==> src/common/wsm_pkg.sv <==
package wsm_pkg;

    ////////////////////////////////////////////////////////////////////////
    // Clock and timing
    localparam int CLK_PERIOD_NS = 20;
    localparam int MS_NS = 1000000;
    // Milliseconds tick divider, rounded down (never a longer period)
    localparam int MS_CYCLES = MS_NS / CLK_PERIOD_NS;
    // Least fault duration treated as real, rounded up to whole cycles
    localparam int GLITCH_NS = 1000;
    localparam int GLITCH_CYCLES = (GLITCH_NS + CLK_PERIOD_NS - 1) / CLK_PERIOD_NS;
    // Recovery hold time; one extra tick so a partial first ms never counts
    localparam int PSM_RECOVER_MS = 256;
    localparam int PSM_RECOVER_TICKS = PSM_RECOVER_MS + 1;
    localparam logic [11:0] WD_BASE_MS = 12'h010;

    ////////////////////////////////////////////////////////////////////////
    // Special-function register addresses
    localparam logic [7:0] WD_CTRL_ADDR = 8'hc0;
    localparam logic [7:0] PSM_CTRL_ADDR = 8'hdf;
    localparam logic [7:0] IE2_ADDR = 8'ha9;

    // watchdog_control fields
    localparam int WD_SEL_LSB = 5;
    localparam int WD_REF1_BIT = 3;
    localparam int WD_REF2_BIT = 2;
    localparam int WD_FLAG_BIT = 1;
    localparam int WD_EN_BIT = 0;

    // supply_monitor_control fields
    localparam int PSM_STAT_BIT = 6;
    localparam int PSM_IRQ_BIT = 5;
    localparam int PSM_TRIP_LSB = 2;
    localparam int PSM_SRC_BIT = 1;
    localparam int PSM_ON_BIT = 0;

    // Second interrupt enable fields
    localparam int IE2_PSM_BIT = 1;

    // Reset values
    localparam logic [2:0] WD_SEL_RST = 3'h0;
    localparam logic WD_EN_RST = 1'b0;
    localparam logic PSM_ON_RST = 1'b0;
    localparam logic [2:0] TRIP_RST = 3'h0;
    localparam logic [1:0] IE2_RST = 2'h0;

    // Refresh sequence tracking
    typedef enum logic {
        WSM_REF_IDLE,
        WSM_REF_ARMED
    } wsm_ref_e;

    // Timeout in ms for a prescale code: 16 ms doubled per code step
    function automatic logic [11:0] wsm_timeout_ms(input logic [2:0] sel);
        wsm_timeout_ms = WD_BASE_MS << sel;
    endfunction : wsm_timeout_ms

endpackage : wsm_pkg

==> src/core/wsm_monitor.sv <==
`timescale 1ns/1ps
module wsm_monitor #(
    parameter int unsigned MS_CYCLES = wsm_pkg::MS_CYCLES,
    parameter int unsigned GLITCH_CYCLES = wsm_pkg::GLITCH_CYCLES
) (
    input wire logic mclk,
    input wire logic srst,
    input wire logic [7:0] sfr_addr,
    input wire logic sfr_wr,
    input wire logic sfr_rd,
    input wire logic [7:0] sfr_wdata,
    output logic [7:0] sfr_rdata,
    input wire logic analog_supply_low,
    input wire logic digital_supply_low,
    output logic psm_enable,
    output logic [2:0] trip_sel,
    output logic wd_system_reset,
    output logic supply_fault_irq
);
    localparam logic [7:0] GL = 8'(GLITCH_CYCLES);
    localparam logic [8:0] REC = 9'(wsm_pkg::PSM_RECOVER_TICKS);

    typedef struct packed {
        logic [2:0] wd_sel;
        logic wd_en;
        logic wd_flag;
        wsm_pkg::wsm_ref_e ref_st;
        logic [11:0] wd_ms;
        logic wd_rst;
        logic psm_on;
        logic [2:0] trip;
        logic psm_irq;
        logic psm_src;
        logic [1:0] sync_a;
        logic [1:0] sync_d;
        logic [7:0] glitch;
        logic [8:0] rec_ms;
        logic [1:0] ie2;
        logic [7:0] rdata;
    } wsm_state_s;

    wsm_state_s q;
    wsm_state_s n;
    logic tick;
    logic below;
    logic fault;
    logic wr_wd;
    logic [11:0] limit;

    wsm_tick_gen #(
        .CYCLES(MS_CYCLES)
    ) u_tick (
        .mclk(mclk),
        .srst(srst),
        .tick(tick)
    );

    ////////////////////////////////////////////////////////////////////////
    // Decodes shared by logic and checks
    assign below = q.sync_a[1] | q.sync_d[1];
    assign fault = (q.glitch == GL);
    assign wr_wd = sfr_wr && (sfr_addr == wsm_pkg::WD_CTRL_ADDR);
    assign limit = wsm_pkg::wsm_timeout_ms(q.wd_sel);

    ////////////////////////////////////////////////////////////////////////
    // Next-state logic
    always_comb
    begin
        n = q;
        n.wd_rst = 1'b0;
        // Comparator pins are asynchronous to mclk
        n.sync_a = {q.sync_a[0], analog_supply_low};
        n.sync_d = {q.sync_d[0], digital_supply_low};

        // Register writes
        if (wr_wd)
        begin
            n.wd_sel = sfr_wdata[wsm_pkg::WD_SEL_LSB +: 3];
            n.wd_en = sfr_wdata[wsm_pkg::WD_EN_BIT];
            // Flag clears on a written 0; a timeout below overrides it
            if (!sfr_wdata[wsm_pkg::WD_FLAG_BIT])
            begin
                n.wd_flag = 1'b0;
            end
            if (q.ref_st == wsm_pkg::WSM_REF_ARMED && sfr_wdata[wsm_pkg::WD_REF2_BIT])
            begin
                n.wd_ms = '0;
                n.ref_st = wsm_pkg::WSM_REF_IDLE;
            end
            else if (sfr_wdata[wsm_pkg::WD_REF1_BIT] && !sfr_wdata[wsm_pkg::WD_REF2_BIT])
            begin
                n.ref_st = wsm_pkg::WSM_REF_ARMED;
            end
            else
            begin
                n.ref_st = wsm_pkg::WSM_REF_IDLE;
            end
        end
        if (sfr_wr && sfr_addr == wsm_pkg::PSM_CTRL_ADDR)
        begin
            n.psm_on = sfr_wdata[wsm_pkg::PSM_ON_BIT];
            // trip code goes straight to the comparator
            n.trip = sfr_wdata[wsm_pkg::PSM_TRIP_LSB +: 3];
        end
        if (sfr_wr && sfr_addr == wsm_pkg::IE2_ADDR)
        begin
            n.ie2 = sfr_wdata[1:0];
        end

        // disabled watchdog holds its count at zero
        if (!n.wd_en)
        begin
            n.wd_ms = '0;
            n.ref_st = wsm_pkg::WSM_REF_IDLE;
        end
        else if (tick && !(wr_wd && q.ref_st == wsm_pkg::WSM_REF_ARMED
                           && sfr_wdata[wsm_pkg::WD_REF2_BIT]))
        begin
            if (q.wd_ms == limit - 12'h001)
            begin
                n.wd_rst = 1'b1;
                n.wd_ms = '0;
                // timeout flag set wins over a clear
                n.wd_flag = 1'b1;
            end
            else
            begin
                n.wd_ms = q.wd_ms + 12'h001;
            end
        end

        // powered-down monitor drops filter count, recovery count and flag; source bit is kept
        if (!q.psm_on)
        begin
            n.glitch = '0;
            n.rec_ms = '0;
            n.psm_irq = 1'b0;
        end
        // fault must persist GLITCH_CYCLES before it counts
        else if (below)
        begin
            n.rec_ms = '0;
            if (q.glitch != GL)
            begin
                n.glitch = q.glitch + 8'h01;
            end
            // raise and note which supply dipped
            if (q.glitch == GL - 8'h01)
            begin
                n.psm_irq = 1'b1;
                n.psm_src = q.sync_a[1];
            end
        end
        else
        begin
            n.glitch = '0;
            // hold until continuously good for the recovery time
            if (q.psm_irq && tick)
            begin
                if (q.rec_ms == REC - 9'h001)
                begin
                    n.psm_irq = 1'b0;
                    n.rec_ms = '0;
                end
                else
                begin
                    n.rec_ms = q.rec_ms + 9'h001;
                end
            end
        end

        // Read data registered; unmapped addresses read zero
        if (sfr_rd)
        begin
            unique case (sfr_addr)
                // flag sits beside enable, refresh bits read 0
                wsm_pkg::WD_CTRL_ADDR: n.rdata = {q.wd_sel, 3'h0, q.wd_flag, q.wd_en};
                wsm_pkg::PSM_CTRL_ADDR: n.rdata = {1'b0, !fault, q.psm_irq, q.trip,
                                                 q.psm_src, q.psm_on};
                wsm_pkg::IE2_ADDR: n.rdata = {6'h00, q.ie2};
                default: n.rdata = 8'h00;
            endcase
        end
    end

    ////////////////////////////////////////////////////////////////////////
    // State register
    always_ff @(posedge mclk)
    begin
        if (srst)
        begin
            q <= '0;
            q.wd_sel <= wsm_pkg::WD_SEL_RST;
            q.wd_en <= wsm_pkg::WD_EN_RST;
            q.psm_on <= wsm_pkg::PSM_ON_RST;
            q.trip <= wsm_pkg::TRIP_RST;
            q.ie2 <= wsm_pkg::IE2_RST;
        end
        else
        begin
            q <= n;
        end
    end

    assign sfr_rdata = q.rdata;
    assign psm_enable = q.psm_on;
    assign trip_sel = q.trip;
    assign wd_system_reset = q.wd_rst;
    // core sees the flag only when enabled
    assign supply_fault_irq = q.psm_irq & q.ie2[wsm_pkg::IE2_PSM_BIT];
endmodule : wsm_monitor

==> src/core/wsm_tick_gen.sv <==
`timescale 1ns/1ps
// One-cycle enable pulse every CYCLES clocks
module wsm_tick_gen #(
    parameter int unsigned CYCLES = wsm_pkg::MS_CYCLES
) (
    input wire logic mclk,
    input wire logic srst,
    output logic tick
);
    localparam int CW = $clog2(CYCLES);
    localparam logic [CW-1:0] LAST = CW'(CYCLES - 1);

    typedef struct packed {
        logic [CW-1:0] cnt;
        logic tick;
    } wsm_tick_s;

    wsm_tick_s q;
    wsm_tick_s n;

    ////////////////////////////////////////////////////////////////////////
    // Free-running divider, pulse registered for a clean enable
    always_comb
    begin
        n = q;
        n.tick = 1'b0;
        if (q.cnt == LAST)
        begin
            n.cnt = '0;
            n.tick = 1'b1;
        end
        else
        begin
            n.cnt = q.cnt + 1'b1;
        end
    end

    always_ff @(posedge mclk)
    begin
        if (srst)
        begin
            q <= '0;
        end
        else
        begin
            q <= n;
        end
    end

    assign tick = q.tick;

endmodule : wsm_tick_gen

==> config.mk <==
export PLATFORM = sky130hd
export DESIGN_NAME = wsm_monitor
export DESIGN_NICKNAME = d
export VERILOG_FILES = /design/src/common/wsm_pkg.sv /design/src/core/wsm_monitor.sv /design/src/core/wsm_tick_gen.sv
export SDC_FILE = /design/constraint.sdc
export NUM_CORES = 1
export LEC_CHECK = 0
export ABC_AREA = 1
export BUFFER_PORTS_ARGS = -buffer_cell sky130_fd_sc_hd__buf_2
export CAP_MARGIN = 25
export CORE_MARGIN = 2
export CORE_UTILIZATION = 40
export CTS_BUF_LIST = sky130_fd_sc_hd__clkbuf_8
export DETAILED_ROUTE_END_ITERATION = 6
export REMOVE_ABC_BUFFERS = 1
export SYNTH_ARGS = -nofsm -noshare
export SYNTH_HDL_FRONTEND = slang
export SYNTH_SLANG_ARGS = --single-unit
==> constraint.sdc <==
create_clock -name mclk -period 2.1 [get_ports mclk]
set_clock_uncertainty 0.05 [all_clocks]
set_input_delay 0.42 -clock mclk [delete_from_list [all_inputs] [get_ports mclk]]
set_output_delay 0.42 -clock mclk [all_outputs]
set_load 0.02 [all_outputs]
### After elaboration in Yosys (flattened, before gate mapping)

Index checks and enable logic that the tools add are counted.

* output and inout port bits: 14
* bits of input ports: 22
* flip-flop bits (word level): 73
* logic and storage cells: 83

* add/subtract/negate cells: 5
* equality and inequality tests: 10
* shift-type cells: 1
* reductions and logical operators: 25
* bitwise gates (word level): 6
* multiplexer cells: 18

Operators by type and width (count)
* equality test 8 bit, second input constant: 3
* 2-to-1 mux 12 bit: 2
* case mux 8 bit (3 select lines): 1
* adder 16 x 1 -> 16 bit, second input constant: 1
* equality test 16 bit, second input constant: 1
* equality test 8 x 6 -> 1 bit, second input constant: 2
* 2-to-1 mux 15 bit: 1
* 2-to-1 mux 13 bit: 1
* adder 12 x 1 -> 12 bit, second input constant: 1
* equality test 12 bit: 1
* left shift 5 x 3 -> 12 bit, first input constant: 1
* subtractor 12 x 1 -> 12 bit, second input constant: 1
* 2-to-1 mux 1 bit: 11
* adder 9 x 1 -> 9 bit, second input constant: 1
* equality test 9 bit, second input constant: 1
* logical AND 1 bit: 9
* 2-to-1 mux 9 bit: 1
* OR reduction 3 bit: 3
* adder 8 x 1 -> 8 bit, second input constant: 1
* != test 8 x 6 -> 1 bit, second input constant: 1
* nonzero test 2 bit: 4
* AND reduction 3 bit: 2
* OR reduction 2 bit: 3
* inverter 1 bit: 4
* 6 further kinds: 8

### Logic depth before layout (Yosys ltp)

Gate-level depths: netlist of run 1.

* depth after elaboration: 8
* mapped depth: 15
* gate-level depth less buffers: 14

### By module

Synthesis of run 1 repeated with hierarchy kept, for this count alone.

* cell total of the unflattened synthesis: 583
* area, all modules: 4072.7 µm²

Modules (own cells, without submodules)
* wsm_monitor: instances 1, seq. area each 1121.1 µm², cells each 449, area each 3144.3 µm²
* wsm_tick_gen: instances 1, seq. area each 340.3 µm², cells each 134, area each 928.4 µm²

### Worst setup path after synthesis of run 1

No wires, ideal clock.

* kind: flip-flop to flip-flop
* from: reg q[54] (netlist bit)
* to: reg q[49] (netlist bit)
* data required time: 1.935 ns
* library setup time: 0.115 ns
* period minus slack after synthesis: 1.742 ns
* buffers on the path: 1
* cell stages (with the launch flop): 15
* arrival time: 1.576 ns
* slack: 0.358 ns
* cell sequence: dfxtp_1 buf_6 nor2_4 nand2_2 ha_1 inv_1 nand2_1 nand2_1 nor2_1 nor2_1 nand2_1 nor2_1 nand3_2 nand3_1 a21oi_2

* cells in the longest elaborated chain, start to end: 5

Ends and longest elaborated chain
* from (decl): line wsm_monitor.sv:42 `wsm_state_s q;`
* from (signal assigned): line wsm_monitor.sv:201 `q <= n;`
* left shift 5 x 3 -> 12 bit: line wsm_pkg.sv:55 `wsm_timeout_ms = WD_BASE_MS << sel;`
* subtractor 12 x 1 -> 12 bit: line wsm_monitor.sv:119 `if (q.wd_ms == limit - 12'h001)`
* equality test 12 bit: line wsm_monitor.sv:119
* 2-to-1 mux 12 bit: line wsm_monitor.sv:119
* 2-to-1 mux 13 bit: line wsm_monitor.sv:116 `else if (tick && !(wr_wd && q.ref_st == wsm_pkg::WSM_REF_ARMED`

Every way passes these cells.
A chain may end at the register's enable or synchronous reset.

### Worst setup path in the final report of run 1

* from: reg q[53] (netlist bit)
* to: reg q[43] (netlist bit)

The elaborated chain is that of the path after synthesis.

==> metrics.txt, run 1 <==
Reg clk slew, reported paths=0.09 ns; CP endpoint kind=flip-flop; PostCTS Resize Cnt=0; Post-Syn Area=3930 sq um; TritonCTS clock tree=built; Area Overhead vs Synth=12.4%; nets=626; # IOs=36; most common cell after layout, fill and taps aside=nand2_1; clock sinks=73; # diodes=0; total gr overflow=0; RSZ-0062 raised after global routing=true; Pleak=~1.7 nW; Reg area=1460 sq um; area of the multi-input gates=about 2100 sq um; hold crit path type=input port to flip-flop; DP HPWL=6310 um; slew margin rel.=a little under two thirds; Setup WS pre-CTS=0.0901 ns; Fin Setup TNS=0 ns; Syn Area/Cell=~7.0 sq um; GPL Wtd Cong=between 0.8 and 0.9; Overall Power=about 0.0027 W; Fmax=around 520 MHz; peak supply drop=317 uV; First DRT Iteration DRCs=162; Worst Path Required=2.30 ns; status=finished, final reports clean; proportion of layout cells with a drive suffix above 1=18.1%; wire per inst=11.6 um; CP startpoint kind=flip-flop; number of synthesized register bits=73; CTS Hold Buffers Added=0; max cap viols=0; H-tree levels=3; Tmin final=1.92 ns; sequential area share after synthesis=37.2%; CTS Buf Count=9; Tightest Pin Transition=0.547 ns; Clock Latency Late Sink=around 0.35 ns; routed via count=3,533; Tcrit/Tclk final=between 90% and 100%; row count=36; crit path kind=flip-flop to flip-flop; fillers=1,018; Via density=4.81; Crit-path slowest cell=dfxtp_1; PortBufs=35; synth warn=0; initial antenna violation count=0; final slew viol count=0; post-route setup slack=between 0.15 and 0.2 ns; # DRC=0; antenna viol nets, final=0; global-route wire length before repair=~14,000 um; clk buf depth=2; Routed WL=between 8000 and 9000 um; postcts setup bufs=0; TritonRoute pass-1 iters=4; CP max FO=6; die width=103 um; final hold vios=0; Mapped Cells=563; setup violators final=0; Die Ht=103 um; CTS Root Cell=clkbuf_8; Cell Chain, Critical Path=nor2_4 > nand2_2 > ha_2 > inv_1 > nand2_1 > nand3_1 > nor2_1 > nand2_1 > nor2_1 > nand3_2 > nand3_1 > a21oi_2; Crit path arrival time=roughly 2.1 ns; core area=9640 sq um; commonest non-fill, non-tap cells in the layout=nand2_1, dfxtp_1, inv_1; P per Cell Area=621 nW/um^2; Max stage delay on crit path=between 0.3 and 0.4 ns; initial core utilization=40.7%; Tot GR Track Use=about 17%; Yosys cell types=41; vias in the first global route=3,181; largest net degree at the start of global routing=16; Die ar.=10,600 sq um
worst max-delay path: cells and delay by family (launching register included):
family	cells	cell delay, ns
and+or+nand+nor	9	0.99
adders and majority gates	1	0.33
buffers and inverters	1	0.04
AOI/OAI and AO/OA	1	0.06
DFF	1	0.36
worst paths after layout:
path                 startpoint    end  slack (ns)  cells past startpoint
max                       q[53]  q[43]        0.18                     12
min          digital_supply_low  n[28]        0.22                      3
max reg2reg               q[53]  q[43]        0.18                     12
min reg2reg               n[28]  q[28]        0.35                      2
metrics by stage:
step	cell area [sq um]	util, %	hold WS (ns)	cells
2_1_floorplan	3780	-	0.338	543
3_3_place_gp	4190	43.5	0.344	718
3_5_place_dp	4190	43.5	0.345	718
4_1_cts	4410	45.7	0.208	734
5_1_grt	4410	45.8	0.235	734
6_report	4410	45.8	0.219	734
sequential cells by signal (all words and copies together) (netlist names):
name / count
n: 2
trip_sel: 3
q: 41
u_tick.q: 16
u_tick.tick: 1
wd_system_reset: 1
sfr_rdata: 8
psm_enable: 1
kinds of logic (layout without fill, tap and decap cells):
kind of cell	Yosys count	after routing	share of synthesized area, %
AO/OA/AOI/OAI	68	68	10.4
AND/OR/NAND/NOR	313	313	37.0
XOR/XNOR	10	10	2.23
buffers and inverters	91	129	10.6
flip-flops	73	73	37.2
adder cells (fa/ha/maj)	8	8	2.55
layer usage:
metal	part of all wire, %	GRT usage (%)	vias to the layer above
met2	46	26.8	56
met4	1.5	6.28	0
met5	0	0	-
met3	3.4	3.12	11
met1	49	21.8	1598
li1	-	-	1868
synthesized netlist by cell type (all sizes together):
cell type | count | share of area, %
nand2 | 139 | 14
dfxtp | 73 | 37
nand3 | 50 | 6.8
nor4 | 3 | 0.48
clkbuf | 2 | 0.19
xnor2 | 3 | 0.67
and2 | 1 | 0.16
nor3 | 23 | 3.3
o21a | 1 | 0.19
buf | 18 | 3.4
clkinv | 1 | 0.096
xor2 | 7 | 1.6
nor2 | 75 | 8.6
a21oi | 43 | 6.7
o211ai | 1 | 0.19
and3 | 1 | 0.16
or2 | 8 | 1.3
ha | 8 | 2.6
o21ai | 16 | 2.0
a211oi | 3 | 0.57
a221oi | 1 | 0.22
inv | 70 | 6.8
a31oi | 1 | 0.16
o22ai | 2 | 0.32
nor3b | 6 | 1.1
nand4 | 7 | 1.3
power breakdown:
group,switching (W),internal [W]
Sequential,0.00000629,0.00140
Clock,0.000570,0.000669
Combinational,0.0000626,0.0000362
final cells by class:
| type | count | share of cell area [%] |
|---|---|---|
| clock inverters | 7 | 2.13 |
| repair buffers | 42 | 5.45 |
| multi-input cells | 399 | 46.5 |
| inverters | 71 | 6.16 |
| flip-flops and latches | 73 | 33.2 |
| clock buffers | 9 | 2.81 |
| well taps | 133 | 3.77 |
(Power assumes the default switching activity.)
==> inputs of run 2 (changes only) <==
Settings changed: CORE_MARGIN 2 to 8, CTS_BUF_LIST sky130_fd_sc_hd__clkbuf_8 to default.
Clock period 2.1 ns to 2 ns, I/O delays scaled along.
==> metrics.txt, run 2 (synthesized netlist as in run 1, its figures left out) <==
TritonCTS clock tree=built; TritonRoute pass-1 iters=4; max FFs per register=41; final slew viol count=0; GPL Wtd Cong=0.859; vias in the first global route=3,197; crit path kind=flip-flop to flip-flop; First DRT Iteration DRCs=211; status=finished, final reports clean; largest net degree at the start of global routing=17; CP bufs+invs=0; max cap viols=0; most common cell after layout, fill and taps aside=nand2_1; Fmax=544 MHz; CP endpoint kind=flip-flop; nets=629; proportion of layout cells with a drive suffix above 1=18.7%; core area=9640 sq um; commonest non-fill, non-tap cells in the layout=nand2_1, dfxtp_1, inv_1; routed via count=3,545; CTS Root Cell=clkbuf_8; Fin Setup TNS=0 ns; Max stage delay on crit path=0.39 ns; initial core utilization=40.7%; Pleak=around 1.7 nW; CP startpoint kind=flip-flop; setup violators final=0; fillers=1,015; # IOs=36; row count=36; Tcrit/Tclk final=around 92%; Top cell by count, worst path=nor2_1; global-route wire length before repair=14,300 um; clock sinks=73; Die Ht=115 um; antenna viol nets, final=0; Tightest Pin Transition=0.417 ns; Finished Layout Cells=about 740; CP max FO=6; hold crit path type=input port to flip-flop; Die ar.=about 13,000 sq um; Inst Count DP=719; Crit path arrival time=2.05 ns; # DRC=0; Tmin final=between 1.5 and 2 ns; # diodes=0; final hold vios=0; Via density=4.81; CTS Buf Count=9; peak supply drop=~320 uV; slew margin rel.=between 70% and 80%; P per Cell Area=between 600 and 700 nW/um^2; Cell Chain, Critical Path=ha_1 > nand2_1 > nor2_1 > nand3_1 > nor2_1 > nand2_1 > nor2_1 > nand3_2 > nand3_1 > a21oi_2; wire per inst=~12 um; die width=115 um; Largest Register=q; PortBufs=35; CP top delay family=simple AND/OR/NAND/NOR gates; fin util=46.2%; total gr overflow=0; Worst Path Required=2.21 ns; Clock Latency Late Sink=0.36 ns; finished layout cell area=between 4000 and 5000 sq um; RSZ-0062 raised after global routing=false; DP HPWL=around 6500 um; Routed WL=8510 um; H-tree levels=3; Area Overhead vs Synth=13.4%; worst reg2reg setup slack=0.16 ns; Reg clk slew, reported paths=0.08 ns; Tot GR Track Use=13.3%; CTS Hold Buffers Added=0; clk buf depth=2; Placed Area=4200 sq um; initial antenna violation count=0; Crit-path slowest cell=dfxtp_1; WHS=0.201 ns
-- run 2: changes by cell type in the layout (fill, tap and decap cells not counted), sizes merged --
cell / delta
inv: -1
clkinvlp: -1
clkbuf: +1
buf: +3
clkinv: +1
-- run 2: final timing paths --
check             endpoint         startpoint  cells past startpoint
setup / recovery     q[44]              q[38]                     10
hold / removal       n[30]  analog_supply_low                      3
setup reg to reg     q[44]              q[38]                     10
hold reg to reg      q[30]              n[30]                      2
-- run 2: layer usage --
layer  vias to the layer above  track usage (%)  routed length [um]
li1                       1880                -                   -
met1                      1593             16.8                4100
met2                        64             21.0                3840
met3                         8             3.31                 468
met4                         0             6.04                 112
met5                         -                0                   0
-- run 2: report_power, final --
part | internal (W) | switching (W) | total, W
registers | 0.00146 | 0.00000629 | 0.00147
logic | 0.0000387 | 0.0000660 | 0.000105
clock network | 0.000696 | 0.000566 | 0.00126
total | 0.00220 | 0.000639 | 0.00284
-- run 2: repair_timing --
item,4_1_cts,5_1_grt
endpoints found under the setup margin,0,13
hold endpoints to repair,0,0
resized for setup,0,8
buffers inserted,0,2
-- run 2: worst reg2reg max path: cells and delay by family (launching register included) --
kind	cells	cell delay [ns]
AO/OA/AOI/OAI	1	0.05
AND/OR/NAND/NOR	8	0.93
flip-flops	1	0.39
adder cells (fa/ha/maj)	1	0.31
-- run 2: per-stage QoR --
step,worst slack [ns],total power [W]
finish,0.160,0.00284
global route,0.00516,0.00295
detailed placement,0.0308,0.00161
global placement,0.115,0.00161
CTS,0.00174,0.00287
floorplan,0.269,0.00155
-- run 2: area by class of cell --
class | instances | area, sq um | area share [%]
flip-flops and latches | 73 | 1470 | 33.0
inverters | 71 | 272 | 6.10
well taps | 133 | 166 | 3.74
multi-input cells | 399 | 2070 | 46.6
repair buffers | 45 | 263 | 5.91
clock buffers | 10 | 128 | 2.87
clock inverters | 6 | 82.6 | 1.86
==> inputs of run 3 (changes only) <==
Settings changed: ABC_AREA 1 to default.
==> metrics.txt, run 3 <==
status=finished with violations; failing checks=setup timing; post-route setup slack=-0.121 ns; peak supply drop=419 uV; top area cells in the synthesized netlist=dfxtp_1, nor2_1, nand3_1, xor2_1, nand2_1; sequential area share after synthesis=41.1%; Mapped Cells=427; Via density=5.13; Yosys top cell area share=between 40% and 50%; max FFs per register=41; First DRT Iteration DRCs=116; Clock Latency Late Sink=0.34 ns; CP startpoint kind=flip-flop; P per Cell Area=591 nW/um^2; crit path kind=flip-flop to flip-flop; die width=roughly 110 um; finished layout cell area=4270 sq um; routed via count=just over 3,000; proportion of layout cells with a drive suffix above 1=24.3%; Area Overhead vs Synth=20.1%; CP max FO=7; final hold vios=0; GPL Wtd Cong=0.798; most frequent cell after synthesis=dfxtp_1; clk buf depth=2; Placed Area=between 3000 and 4000 sq um; clock sinks=between 70 and 80; fin util=49.2%; slew margin rel.=64.4%; DP HPWL=5880 um; wire per inst=13.6 um; Post-Syn Area=3550 sq um; Die Ht=between 100 and 150 um; Setup WS pre-CTS=-0.413 ns; total gr overflow=0; TritonRoute pass-1 iters=4; Synth top cells by count=dfxtp_1, nor2_1, nand2_1; initial core utilization=40.9%; Pleak=1.60 nW; commonest non-fill, non-tap cells in the layout=dfxtp_1, nor2_1, nand2_1; initial antenna violation count=0; nets=between 500 and 600; row count=34; vias in the first global route=3,063; largest net degree at the start of global routing=23; # DRC=0; ys async rst share=0%; Crit path arrival time=around 2.3 ns; antenna viol nets, final=0; final slew viol count=0; Tmin final=2.12 ns; CP endpoint kind=flip-flop; RSZ-0062 raised after global routing=true; CTS Buf Count=9; Syn Area/Cell=8.32 sq um; most common cell after layout, fill and taps aside=dfxtp_1; Reg clk slew, reported paths=0.08 ns; number of synthesized register bits=73; PortBufs=35; EDFF count, synth=0; CTS Hold Buffers Added=0; Overall Power=0.00252 W; synth warn=0; Tcrit/Tclk final=106%; Die ar.=roughly 12,000 sq um; Largest Register=q; Fmax=471 MHz; Tightest Pin Transition=0.528 ns; hold crit path type=input port to flip-flop; global-route wire length before repair=between 10,000 and 15,000 um; CTS Root Cell=clkbuf_8; core area=around 8700 sq um; worst reg2reg setup slack=-0.12 ns; Main synth FF type=dfxtp_1; # IOs=36; # diodes=0; Yosys top cell by area=dfxtp_1; cell depth of the worst hold path=2; max cap viols=0; Worst Path Required=between 2 and 2.5 ns; Finished Layout Cells=594; TritonCTS clock tree=built; Tot GR Track Use=between 10% and 20%; Inst Count DP=between 500 and 600; R2R cell count=9; H-tree levels=3; Yosys cell types=51; Routed WL=8060 um; setup violators final=13
==> run 3: path summary, 6_finish.rpt <==
path,start,to
hold reg to reg,n[30],q[30]
hold / removal,digital_supply_low,n[28]
setup / recovery,q[54],q[38]
setup reg to reg,q[54],q[38]
==> run 3: cells by family (layout without fill, tap and decap cells) <==
group | Yosys count | in the layout | share of synthesized area [%]
flip-flops | 73 | 73 | 41.1
XOR/XNOR | 37 | 37 | 9.12
buffers and inverters | 41 | 100 | 5.88
AND/OR/NAND/NOR | 206 | 206 | 28.7
adder cells (fa/ha/maj) | 8 | 8 | 2.82
AO/OA/AOI/OAI | 58 | 58 | 11.1
multiplexers | 4 | 4 | 1.27
==> run 3: stage by stage <==
stage | hold WS [ns] | setup TNS, ns
2_1_floorplan | 0.364 | -4.20
3_3_place_gp | 0.377 | -5.51
3_5_place_dp | 0.373 | -6.13
4_1_cts | 0.198 | -0.840
5_1_grt | 0.234 | -1.84
6_report | 0.215 | -0.906
==> run 3: repair_timing <==
action	4_1_cts	5_1_grt
pin swaps	21	3
gates resized for setup	23	7
setup buffers	3	0
endpoints found under the setup margin	13	13
==> run 3: report_power, final <==
group	internal, W	total [W]	switching (W)
Combinational	0.0000394	0.0000899	0.0000505
Sequential	0.00146	0.00147	0.00000503
Clock	0.000436	0.000967	0.000531
==> run 3: critical path, stage by stage (launching register included) <==
cell and delay (ns):
dfxtp_2 0.33, or3_4 0.37, ha_4 0.19, xor2_1 0.15, xnor2_1 0.25, a2111oi_4 0.08
buf_4 0.16, buf_6 0.11, a211o_1 0.24, a21oi_1 0.12
==> run 3: cell type report <==
type                            count  area [sq um]
Clock buffer                        9           124
Clock inverter                      6          36.3
Tap cell                          108           135
Sequential cell                    73          1470
Multi-Input combinational cell    313          2000
Inverter                           13          48.8
Timing Repair Buffer               72           457
Fill cell                         876          4410
==> run 3: per-layer routing <==
layer / vias up / global-route usage, % / share of wire (%)
li1: 1574 / - / -
met1: 1426 / 17.5 / 49
met2: 42 / 23.2 / 46
met3: 7 / 3.26 / 3.3
met4: 0 / 5.71 / 1.2
met5: - / 0 / 0
